[config.mk]
export PLATFORM = sky130hd
export DESIGN_NAME = sidr_regs
export DESIGN_NICKNAME = d
export VERILOG_FILES = /design/src/sidr_pkg.sv /design/src/sidr_regs.sv
export VERILOG_INCLUDE_DIRS = /design/src
export SDC_FILE = /design/constraint.sdc
export NUM_CORES = 1
export LEC_CHECK = 0
export BUFFER_PORTS_ARGS = -buffer_cell sky130_fd_sc_hd__buf_2
export CORE_MARGIN = 1
export CORE_UTILIZATION = 25
export DETAILED_ROUTE_END_ITERATION = 10
export HOLD_SLACK_MARGIN = 0.05
export PLACE_DENSITY = 0.5
export SYNTH_ARGS = -nofsm -noshare
export SYNTH_HDL_FRONTEND = slang
export SYNTH_SLANG_ARGS = --single-unit
[constraint.sdc]
create_clock -name sys_clk_i -period 6.9 [get_ports sys_clk_i]
set_input_delay 0.345 -clock sys_clk_i [delete_from_list [all_inputs] [get_ports sys_clk_i]]
set_output_delay 0.345 -clock sys_clk_i [all_outputs]
set_load 0.02 [all_outputs]
[src/sidr_consts.svh]
`ifndef SIDR_CONSTS_SVH
`define SIDR_CONSTS_SVH
// printed offsets are register indices; byte address is four times the index
`define SIDR_IDX_VLAN_STS 16'h1810
`define SIDR_IDX_PT_CMD 16'h1811
`define SIDR_IDX_PT_WDATA 16'h1812
`define SIDR_IDX_PT_RDATA 16'h1813
`define SIDR_IDX_PT_STS 16'h1814
`define SIDR_IDX_GIC 16'h1840
`define SIDR_IDX_VLAN_CTL 16'h1880
`define SIDR_IDX_CNT_CTL 16'h1881
`define SIDR_ADDR_W 16
`define SIDR_CMD_DIR_BIT 7
`define SIDR_CMD_IDX_MSB 5
`define SIDR_PRIO_MSB 2
`define SIDR_GIC_WR_MASK 32'h00003FFC
`define SIDR_GIC_RESET 32'h00000004
`define SIDR_GIC_FIELDS_RESET 12'h001
`define SIDR_CNT_TEST_VALUE 32'h07FFFFFC
`define SIDR_VLAN_BUSY_CYCLES 4'h4
`define SIDR_TBL_DEPTH 64
`define SIDR_RESP_OKAY 2'h0
`define SIDR_RESP_SLVERR 2'h2
`endif

[src/sidr_pkg.sv]
`default_nettype none
package sidr_pkg;
   typedef enum logic [2:0] {
      SIDR_IDLE = 3'h1,
      SIDR_RUN = 3'h2,
      SIDR_DONE = 3'h4
   } sidr_tstate_t;

   // decoded global ingress controls presented to the switch engine
   typedef struct packed {
      logic snoop_echo;
      logic [2:0] snoop_ports;
      logic use_ip;
      logic mld_snoop;
      logic igmp_snoop;
      logic counter_test;
      logic da_priority;
      logic filter_mcast;
      logic drop_unknown;
      logic use_precedence;
   } sidr_ingress_t;

   typedef struct packed {
      logic awready;
      logic wready;
      logic bvalid;
      logic [1:0] bresp;
      logic arready;
      logic rvalid;
      logic [31:0] rdata;
      logic [1:0] rresp;
      logic aw_held;
      logic w_held;
      logic [15:0] aw_idx;
      logic aw_ok;
      logic [31:0] wdata;
      logic [3:0] wstrb;
      logic cmd_dir;
      logic [5:0] cmd_idx;
      logic [2:0] wr_prio;
      logic [2:0] rd_prio;
      sidr_tstate_t tstate;
      logic vlan_pend;
      logic [3:0] vlan_cnt;
      sidr_ingress_t gic;
      logic [31:0] cnt_test_load;
      logic cnt_load_pulse;
   } sidr_state_t;
endpackage
`default_nettype wire

[src/sidr_regs.sv]
// What this block does
// - vlan status bit 0 is set during a vlan table command, self-clears.
// - a write to the command register launches one table access unless one is already running.
// - command bit 7 selects read (1) or write (0); resets to zero.
// - command bits 5:0 pick the table entry; bit 6 reserved.
// - each entry holds a three-bit receive priority in data bits 2:0.
// - table is not initialised at reset; host must fill it.
// - table status bit 0 is set while an access runs; resets zero.
// - ingress bit 13 allows snooped packets back to their source port.
// - ingress bits 12:10 are the snoop destination port bitmap.
// - ingress bit 9 admits the ip tos/sc field for queue choice.
// - ingress bit 8 enables ipv6 mld snooping to the snoop ports.
// - ingress bit 7 enables ipv4 igmp snooping to the snoop ports.
// - ingress bit 6 makes clear-on-read counters load 7FFF_FFCh instead.
// - ingress bit 5 takes queue from static lookup entry priority.
// - ingress bit 4 drops unknown multicast, broadcast exempt.
// - ingress bit 3 drops unknown unicast destinations.
// - ingress bit 2 picks tos precedence over the table; resets one.
//
// Local design decision: the AXI4-Lite interface to the registers.
`timescale 1ns/1ps
`default_nettype none
`include "sidr_consts.svh"
module sidr_regs (
   input wire logic sys_clk_i, // 100 MHz core clock
   input wire logic nrst_i, // async reset, active low
   input wire logic ce_i, // clock enable, freezes all state when low
   input wire logic [17:0] s_axi_awaddr_i, // write address, byte
   input wire logic s_axi_awvalid_i, // write address valid
   output logic s_axi_awready_o, // write address ready
   input wire logic [31:0] s_axi_wdata_i, // write data
   input wire logic [3:0] s_axi_wstrb_i, // write byte strobes
   input wire logic s_axi_wvalid_i, // write data valid
   output logic s_axi_wready_o, // write data ready
   output logic [1:0] s_axi_bresp_o, // write response
   output logic s_axi_bvalid_o, // write response valid
   input wire logic s_axi_bready_i, // write response ready
   input wire logic [17:0] s_axi_araddr_i, // read address, byte
   input wire logic s_axi_arvalid_i, // read address valid
   output logic s_axi_arready_o, // read address ready
   output logic [31:0] s_axi_rdata_o, // read data
   output logic [1:0] s_axi_rresp_o, // read response
   output logic s_axi_rvalid_o, // read data valid
   input wire logic s_axi_rready_i, // read data ready
   input wire logic vlan_cmd_start_i, // one-cycle start of a vlan table command
   input wire logic counter_read_i, // engine reads a clear-on-read counter
   output var sidr_pkg::sidr_ingress_t ingress_o, // ingress controls to the engine
   output logic [31:0] counter_load_o, // value loaded after a counter read
   output logic counter_load_o_valid_o // one-cycle load strobe
);
   sidr_pkg::sidr_state_t q;
   sidr_pkg::sidr_state_t next_q;
   // table is a plain array with no reset, so its content is undefined until written
   logic [`SIDR_PRIO_MSB:0] prio_tbl [0:`SIDR_TBL_DEPTH-1];
   logic tbl_we;
   logic [`SIDR_PRIO_MSB:0] tbl_rd;

   function automatic logic [31:0] sidr_merge(input logic [31:0] old_v, input logic [31:0] new_v,
                                             input logic [3:0] strb);
      logic [31:0] r;
      r = old_v;
      for (int i = 0; i < 4; i++)
      begin
         if (strb[i])
         begin
            r[i*8 +: 8] = new_v[i*8 +: 8];
         end
      end
      return r;
   endfunction

   function automatic logic sidr_mapped(input logic [15:0] idx);
      logic hit;
      hit = 1'b0;
      // read-only registers count as mapped: writes to them answer okay and change nothing
      if (idx == `SIDR_IDX_VLAN_STS)
      begin
         hit = 1'b1;
      end
      else if (idx == `SIDR_IDX_PT_CMD)
      begin
         hit = 1'b1;
      end
      else if (idx == `SIDR_IDX_PT_WDATA)
      begin
         hit = 1'b1;
      end
      else if (idx == `SIDR_IDX_PT_RDATA)
      begin
         hit = 1'b1;
      end
      else if (idx == `SIDR_IDX_PT_STS)
      begin
         hit = 1'b1;
      end
      else if (idx == `SIDR_IDX_GIC)
      begin
         hit = 1'b1;
      end
      return hit;
   endfunction

   always_comb
   begin
      logic [31:0] cur;
      logic [31:0] mrg;
      logic [15:0] ridx;
      logic do_wr;
      logic launch;
      cur = 32'h00000000;
      mrg = 32'h00000000;
      ridx = s_axi_araddr_i[17:2];
      do_wr = 1'b0;
      launch = 1'b0;
      next_q = q;
      tbl_we = 1'b0;
      next_q.cnt_load_pulse = 1'b0;

      // write channel: address and data may arrive in either order
      if (q.awready && s_axi_awvalid_i)
      begin
         next_q.awready = 1'b0;
         next_q.aw_held = 1'b1;
         next_q.aw_idx = s_axi_awaddr_i[17:2];
         next_q.aw_ok = (s_axi_awaddr_i[1:0] == 2'h0) && sidr_mapped(s_axi_awaddr_i[17:2]);
      end
      if (q.wready && s_axi_wvalid_i)
      begin
         next_q.wready = 1'b0;
         next_q.w_held = 1'b1;
         next_q.wdata = s_axi_wdata_i;
         next_q.wstrb = s_axi_wstrb_i;
      end
      // both halves held: the write lands and bvalid rises on the same edge
      if (q.aw_held && q.w_held && !q.bvalid)
      begin
         do_wr = q.aw_ok;
         next_q.aw_held = 1'b0;
         next_q.w_held = 1'b0;
         next_q.bvalid = 1'b1;
         next_q.bresp = q.aw_ok ? `SIDR_RESP_OKAY : `SIDR_RESP_SLVERR;
      end
      if (q.bvalid && s_axi_bready_i)
      begin
         next_q.bvalid = 1'b0;
         next_q.awready = 1'b1;
         next_q.wready = 1'b1;
      end

      if (do_wr)
      begin
         if (q.aw_idx == `SIDR_IDX_PT_CMD)
         begin
            cur = {24'h000000, q.cmd_dir, 1'b0, q.cmd_idx};
            mrg = sidr_merge(cur, q.wdata, q.wstrb);
            next_q.cmd_dir = mrg[`SIDR_CMD_DIR_BIT];
            next_q.cmd_idx = mrg[`SIDR_CMD_IDX_MSB:0];
            launch = 1'b1;
         end
         else if (q.aw_idx == `SIDR_IDX_PT_WDATA)
         begin
            mrg = sidr_merge({29'h00000000, q.wr_prio}, q.wdata, q.wstrb);
            next_q.wr_prio = mrg[`SIDR_PRIO_MSB:0];
         end
         else if (q.aw_idx == `SIDR_IDX_GIC)
         begin
            mrg = sidr_merge({18'h00000, q.gic, 2'h0}, q.wdata, q.wstrb) & `SIDR_GIC_WR_MASK;
            next_q.gic = mrg[13:2];
         end
      end

      // table access: one cycle to run, result captured the next
      // limitation: a command written mid-run starts nothing but still moves the index in use
      case (q.tstate)
         sidr_pkg::SIDR_IDLE:
         begin
            if (launch)
            begin
               next_q.tstate = sidr_pkg::SIDR_RUN;
            end
         end
         sidr_pkg::SIDR_RUN:
         begin
            tbl_we = !q.cmd_dir;
            next_q.tstate = sidr_pkg::SIDR_DONE;
         end
         sidr_pkg::SIDR_DONE:
         begin
            if (q.cmd_dir)
            begin
               next_q.rd_prio = tbl_rd;
            end
            next_q.tstate = sidr_pkg::SIDR_IDLE;
         end
         default:
         begin
            next_q.tstate = sidr_pkg::SIDR_IDLE;
         end
      endcase

      // vlan table engine busy window; start wins over completion
      if (vlan_cmd_start_i)
      begin
         next_q.vlan_pend = 1'b1;
         next_q.vlan_cnt = `SIDR_VLAN_BUSY_CYCLES;
      end
      else if (q.vlan_pend)
      begin
         next_q.vlan_cnt = q.vlan_cnt - 4'h1;
         if (q.vlan_cnt == 4'h1)
         begin
            next_q.vlan_pend = 1'b0;
         end
      end

      // counter test value replaces the usual clear-to-zero
      if (counter_read_i)
      begin
         next_q.cnt_load_pulse = 1'b1;
         next_q.cnt_test_load = q.gic.counter_test ? `SIDR_CNT_TEST_VALUE : 32'h00000000;
      end

      // read channel
      if (q.arready && s_axi_arvalid_i)
      begin
         next_q.arready = 1'b0;
         next_q.rvalid = 1'b1;
         next_q.rresp = `SIDR_RESP_OKAY;
         if (s_axi_araddr_i[1:0] != 2'h0)
         begin
            next_q.rresp = `SIDR_RESP_SLVERR;
            next_q.rdata = 32'h00000000;
         end
         else if (ridx == `SIDR_IDX_VLAN_STS)
         begin
            next_q.rdata = {31'h00000000, q.vlan_pend};
         end
         else if (ridx == `SIDR_IDX_PT_CMD)
         begin
            next_q.rdata = {24'h000000, q.cmd_dir, 1'b0, q.cmd_idx};
         end
         else if (ridx == `SIDR_IDX_PT_WDATA)
         begin
            next_q.rdata = {29'h00000000, q.wr_prio};
         end
         else if (ridx == `SIDR_IDX_PT_RDATA)
         begin
            next_q.rdata = {29'h00000000, q.rd_prio};
         end
         else if (ridx == `SIDR_IDX_PT_STS)
         begin
            // pending covers both the run and the capture cycle, so read data is settled once it drops
            next_q.rdata = {31'h00000000, (q.tstate != sidr_pkg::SIDR_IDLE)};
         end
         else if (ridx == `SIDR_IDX_GIC)
         begin
            next_q.rdata = {18'h00000, q.gic, 2'h0};
         end
         else
         begin
            next_q.rresp = `SIDR_RESP_SLVERR;
            next_q.rdata = 32'h00000000;
         end
      end
      if (q.rvalid && s_axi_rready_i)
      begin
         next_q.rvalid = 1'b0;
         next_q.arready = 1'b1;
      end
   end

   always_ff @(posedge sys_clk_i or negedge nrst_i)
   begin
      if (!nrst_i)
      begin
         q <= '0;
         q.awready <= 1'b1;
         q.wready <= 1'b1;
         q.arready <= 1'b1;
         q.tstate <= sidr_pkg::SIDR_IDLE;
         q.gic <= `SIDR_GIC_FIELDS_RESET;
      end
      else if (ce_i)
      begin
         q <= next_q;
      end
   end

   // table array: no reset on purpose, so synthesis can map it to memory
   always_ff @(posedge sys_clk_i)
   begin
      if (ce_i && tbl_we)
         prio_tbl[q.cmd_idx] <= q.wr_prio;
   end
   assign tbl_rd = prio_tbl[q.cmd_idx];

   assign s_axi_awready_o = q.awready;
   assign s_axi_wready_o = q.wready;
   assign s_axi_bvalid_o = q.bvalid;
   assign s_axi_bresp_o = q.bresp;
   assign s_axi_arready_o = q.arready;
   assign s_axi_rvalid_o = q.rvalid;
   assign s_axi_rdata_o = q.rdata;
   assign s_axi_rresp_o = q.rresp;
   assign ingress_o = q.gic;
   assign counter_load_o = q.cnt_test_load;
   assign counter_load_o_valid_o = q.cnt_load_pulse;
endmodule
`default_nettype wire

==> results.tsv <==
stage	metric	value	unit
run_status	status	completed	
clock_network	clock net sink count	283	
sta	setup violators final	0	
drt	DRC	0	
power	Lkg Pwr	0.00492	uW
worst_setup_path	CP max stage cell	nor2b_1	
die	core area	0.0488	mm2
placement	Placer Congestion	0.772	
worst_setup_path	crit path kind	register to register	
logic_synthesis	Synth warnings	0	
cells_and_area	final net count	1052	
power	pwr dens	269	mW/mm2
sta	Slew headroom	0.373	
logic_synthesis	Post-synth top flop	edfxtp_1	
min_path	hold path endpoint	q[70]	
power	peak supply drop	0.000181	V
clock_network	clk slew on worst S/H paths	0.06	ns
grt	initial antenna violation count	0	
sta	fin. max-slew vios	0	
sta	Worst-Margin Slew	0.937	ns
cells_and_area	area delta synth->final	17.5	%
die	Die Area	0.0503	mm2
drt	ANT nets after route	0	
worst_setup_path	CP endpoint kind	register	
die	Starting Density	0.253	
drt	DR vias	7319	
drt	vias per inst	4.42	
worst_setup_path	Worst Path Max Fanout	28	
logic_synthesis	Post-synth EDFFs	192	
worst_setup_path	most used cell, CP	buf_4	
worst_setup_path	worst-path cell chain	buf_4 -> buf_4 -> nor2b_1 -> nand2_1 -> nor2_1	
sta	final period utilization	0.471	
drt	Pre-antenna DRT Iters	5	
worst_setup_path	CP max stage delay	0.65	ns
worst_setup_path	RR Startpoint	q[60]	
logic_synthesis	cell count after synthesis	868	
logic_synthesis	top cell type's share of synthesized area	0.467	
drt	WL per Instance	17.8	um
logic_synthesis	Async SR Flop Fraction	0.322	
die	Die Ht	224	um
clock_network	clk root buf	clkbuf_16	
logic_synthesis	largest area contributor in the netlist	edfxtp_1	
clock_network	worst skew pair latency	0.56	ns
die	Ports	168	
sta	setup TNS	0	ns
worst_setup_path	worst reg2reg setup slack	3.65	ns
cells_and_area	ant diodes	0	
cells_and_area	Util after Layout	0.297	
worst_setup_path	reg-to-reg endpoint	prio_tbl[2][1]	
min_path	Worst Hold Depth	2	
die	FP Rows	81	
worst_setup_path	startpoint types	register	
min_path	Worst Hold Launch	s_axi_wdata_i[0]	
clock_network	CTS tree	built	
worst_setup_path	Worst EP required	7.12	ns
sta	Final Hold Viols	0	
logic_synthesis	synth cell count leaders	edfxtp_1 (192), dfrtp_1 (86), buf_4 (82), nor2_1 (82), nand2_1 (45)	
worst_setup_path	R2R cell count	5	
power	total power	3900	uW
grt	Total Routing Usage GR	0.116	
clock_network	total CTS buffers	31	
flow_run	Max Cap Viol	0	
worst_setup_path	Crit path arrival time	3.47	ns
grt	first-pass GRT wire length	45100	um
logic_synthesis	Post-Syn Area per Cell	14.2	um2
die	Die Wd	224	um
grt	maximum number of pins on one net before global-route repair	67	
placement	DP HPWL	18800	um
logic_synthesis	library cells used by synthesis	65	
cells_and_area	layout cells sized above 1	0.281	
drt	WL final	29500	um
sta	Period minus WS final	3.25	ns
drt	First DRT Iteration DRCs	571	
grt	total global routing overflow	0	
logic_synthesis	register area share after synthesis	0.652	
placement	Buffers on Ports	120	
logic_synthesis	Yosys reg bits	283	
sta	RSZ-0062 raised after global routing	false	
logic_synthesis	post-synthesis cell area	0.0123	mm2
grt	vias in the first global route	7342	
cells_and_area	FF/Latch Area	0.00806	mm2
sta	Layout Skew	0.0164	ns
clock_network	maximum clock path buffer count	3	
logic_synthesis	Area contributors post-synth	edfxtp_1 (47%), dfrtp_1 (17%), buf_4 (5.0%)	
min_path	hold crit path type	primary input to register	
cells_and_area	number of fillers in the final layout	4952	
sta	fmax	308	MHz
clock_network	H-Tree Depth	1	
sta	Hold WS	0.0551	ns
clock_network	post-CTS setup buffer count	0	
cells_and_area	multi-input logic area	0.00357	mm2
logic_synthesis	top-count cell post-synth	edfxtp_1	
through the flow:
step / cells / worst slack [ns] / cell area (um2)
after floorplan: 894 / 4.71 / 12400
after global placement: 1564 / 3.69 / 13200
after detailed placement: 1564 / 3.63 / 13200
after CTS: 1657 / 3.58 / 14500
after global routing: 1657 / 3.45 / 14500
final: 1657 / 3.65 / 14500
layout by cell type (no fill, tap or decap), types with 6 or more instances in the layout:
cell type	count
a21oi_1	18
a221oi_1	12
a22o_1	10
a22oi_1	16
buf_2	119
buf_4	10
clkbuf_1	10
clkbuf_16	31
clkinv_2	9
conb_1	27
dfrtp_1	81
dlygate4sd3_1	35
edfxtp_1	192
inv_1	12
mux2_2	39
mux2_4	22
mux2i_1	26
mux4_2	20
nand2_1	45
nand3_1	16
nor2_1	82
nor2b_1	12
nor3_1	8
o211ai_1	9
o21ai_0	31
o22ai_1	6
routing by layer:
layer / GRT usage / routed length, um / up-vias
met3: 0.0158 / 1320 / 32
met4: 0.0314 / 555 / 0
met2: 0.192 / 14300 / 182
li1: - / - / 3364
met1: 0.159 / 13400 / 3741
met5: 0 / 0 / -
flip-flops by register name, summed over array words and instances, names as in the netlist, 12 cells and up:
register and cells:
ingress_o 12, q 56, prio_tbl 192, s_axi_rdata_o 14
logic make-up (layout without fill, tap and decap cells):
kind of cell	count (synthesis)	after routing	synth area share
buf+inv	135	234	0.0672
other cells	1	27	0.000304
simple gates	202	202	0.0812
fa+ha+maj	2	2	0.00203
mux	107	107	0.120
flops	283	283	0.652
compound gates	138	138	0.0777
worst max-delay path: cells and delay by family (launching register included):
kind / cells / cell delay (ns)
simple gates: 3 / 1.66
buf+inv: 2 / 0.87
flops: 1 / 0.36
power breakdown:
part | total, uW | internal [uW] | switching [uW] | leakage, uW
Combinational | 280 | 154 | 126 | 0.00195
Clock | 1620 | 952 | 664 | 0.000488
Sequential | 2010 | 1920 | 86.3 | 0.00249
area by class of cell:
type | count | share of cell area
flip-flops and latches | 283 | 0.555
multi-input cells | 476 | 0.246
repair buffers | 164 | 0.0703
well taps | 664 | 0.0572
clock buffers | 42 | 0.0570
clock inverters | 16 | 0.0116
inverters | 12 | 0.00310
how the worst max path moves through the flow:
stage          start         endpoint  slack, ns
5_1_grt        q[60]   prio_tbl[2][1]       3.45
3_3_place_gp   q[60]   prio_tbl[6][1]       3.69
2_1_floorplan  q[61]  prio_tbl[11][0]       4.71
3_5_place_dp   q[60]   prio_tbl[6][1]       3.63
6_report       q[60]   prio_tbl[2][1]       3.65
4_1_cts        q[60]   prio_tbl[6][1]       3.58
timing repair:
action | 4_1_cts | 5_1_grt
hold endpoints to repair | 77 | 0
gates resized for setup | 0 | 0
hold buffers | 35 | 0
setup endpoints to repair | 0 | 0
(Power assumes the default switching activity.)
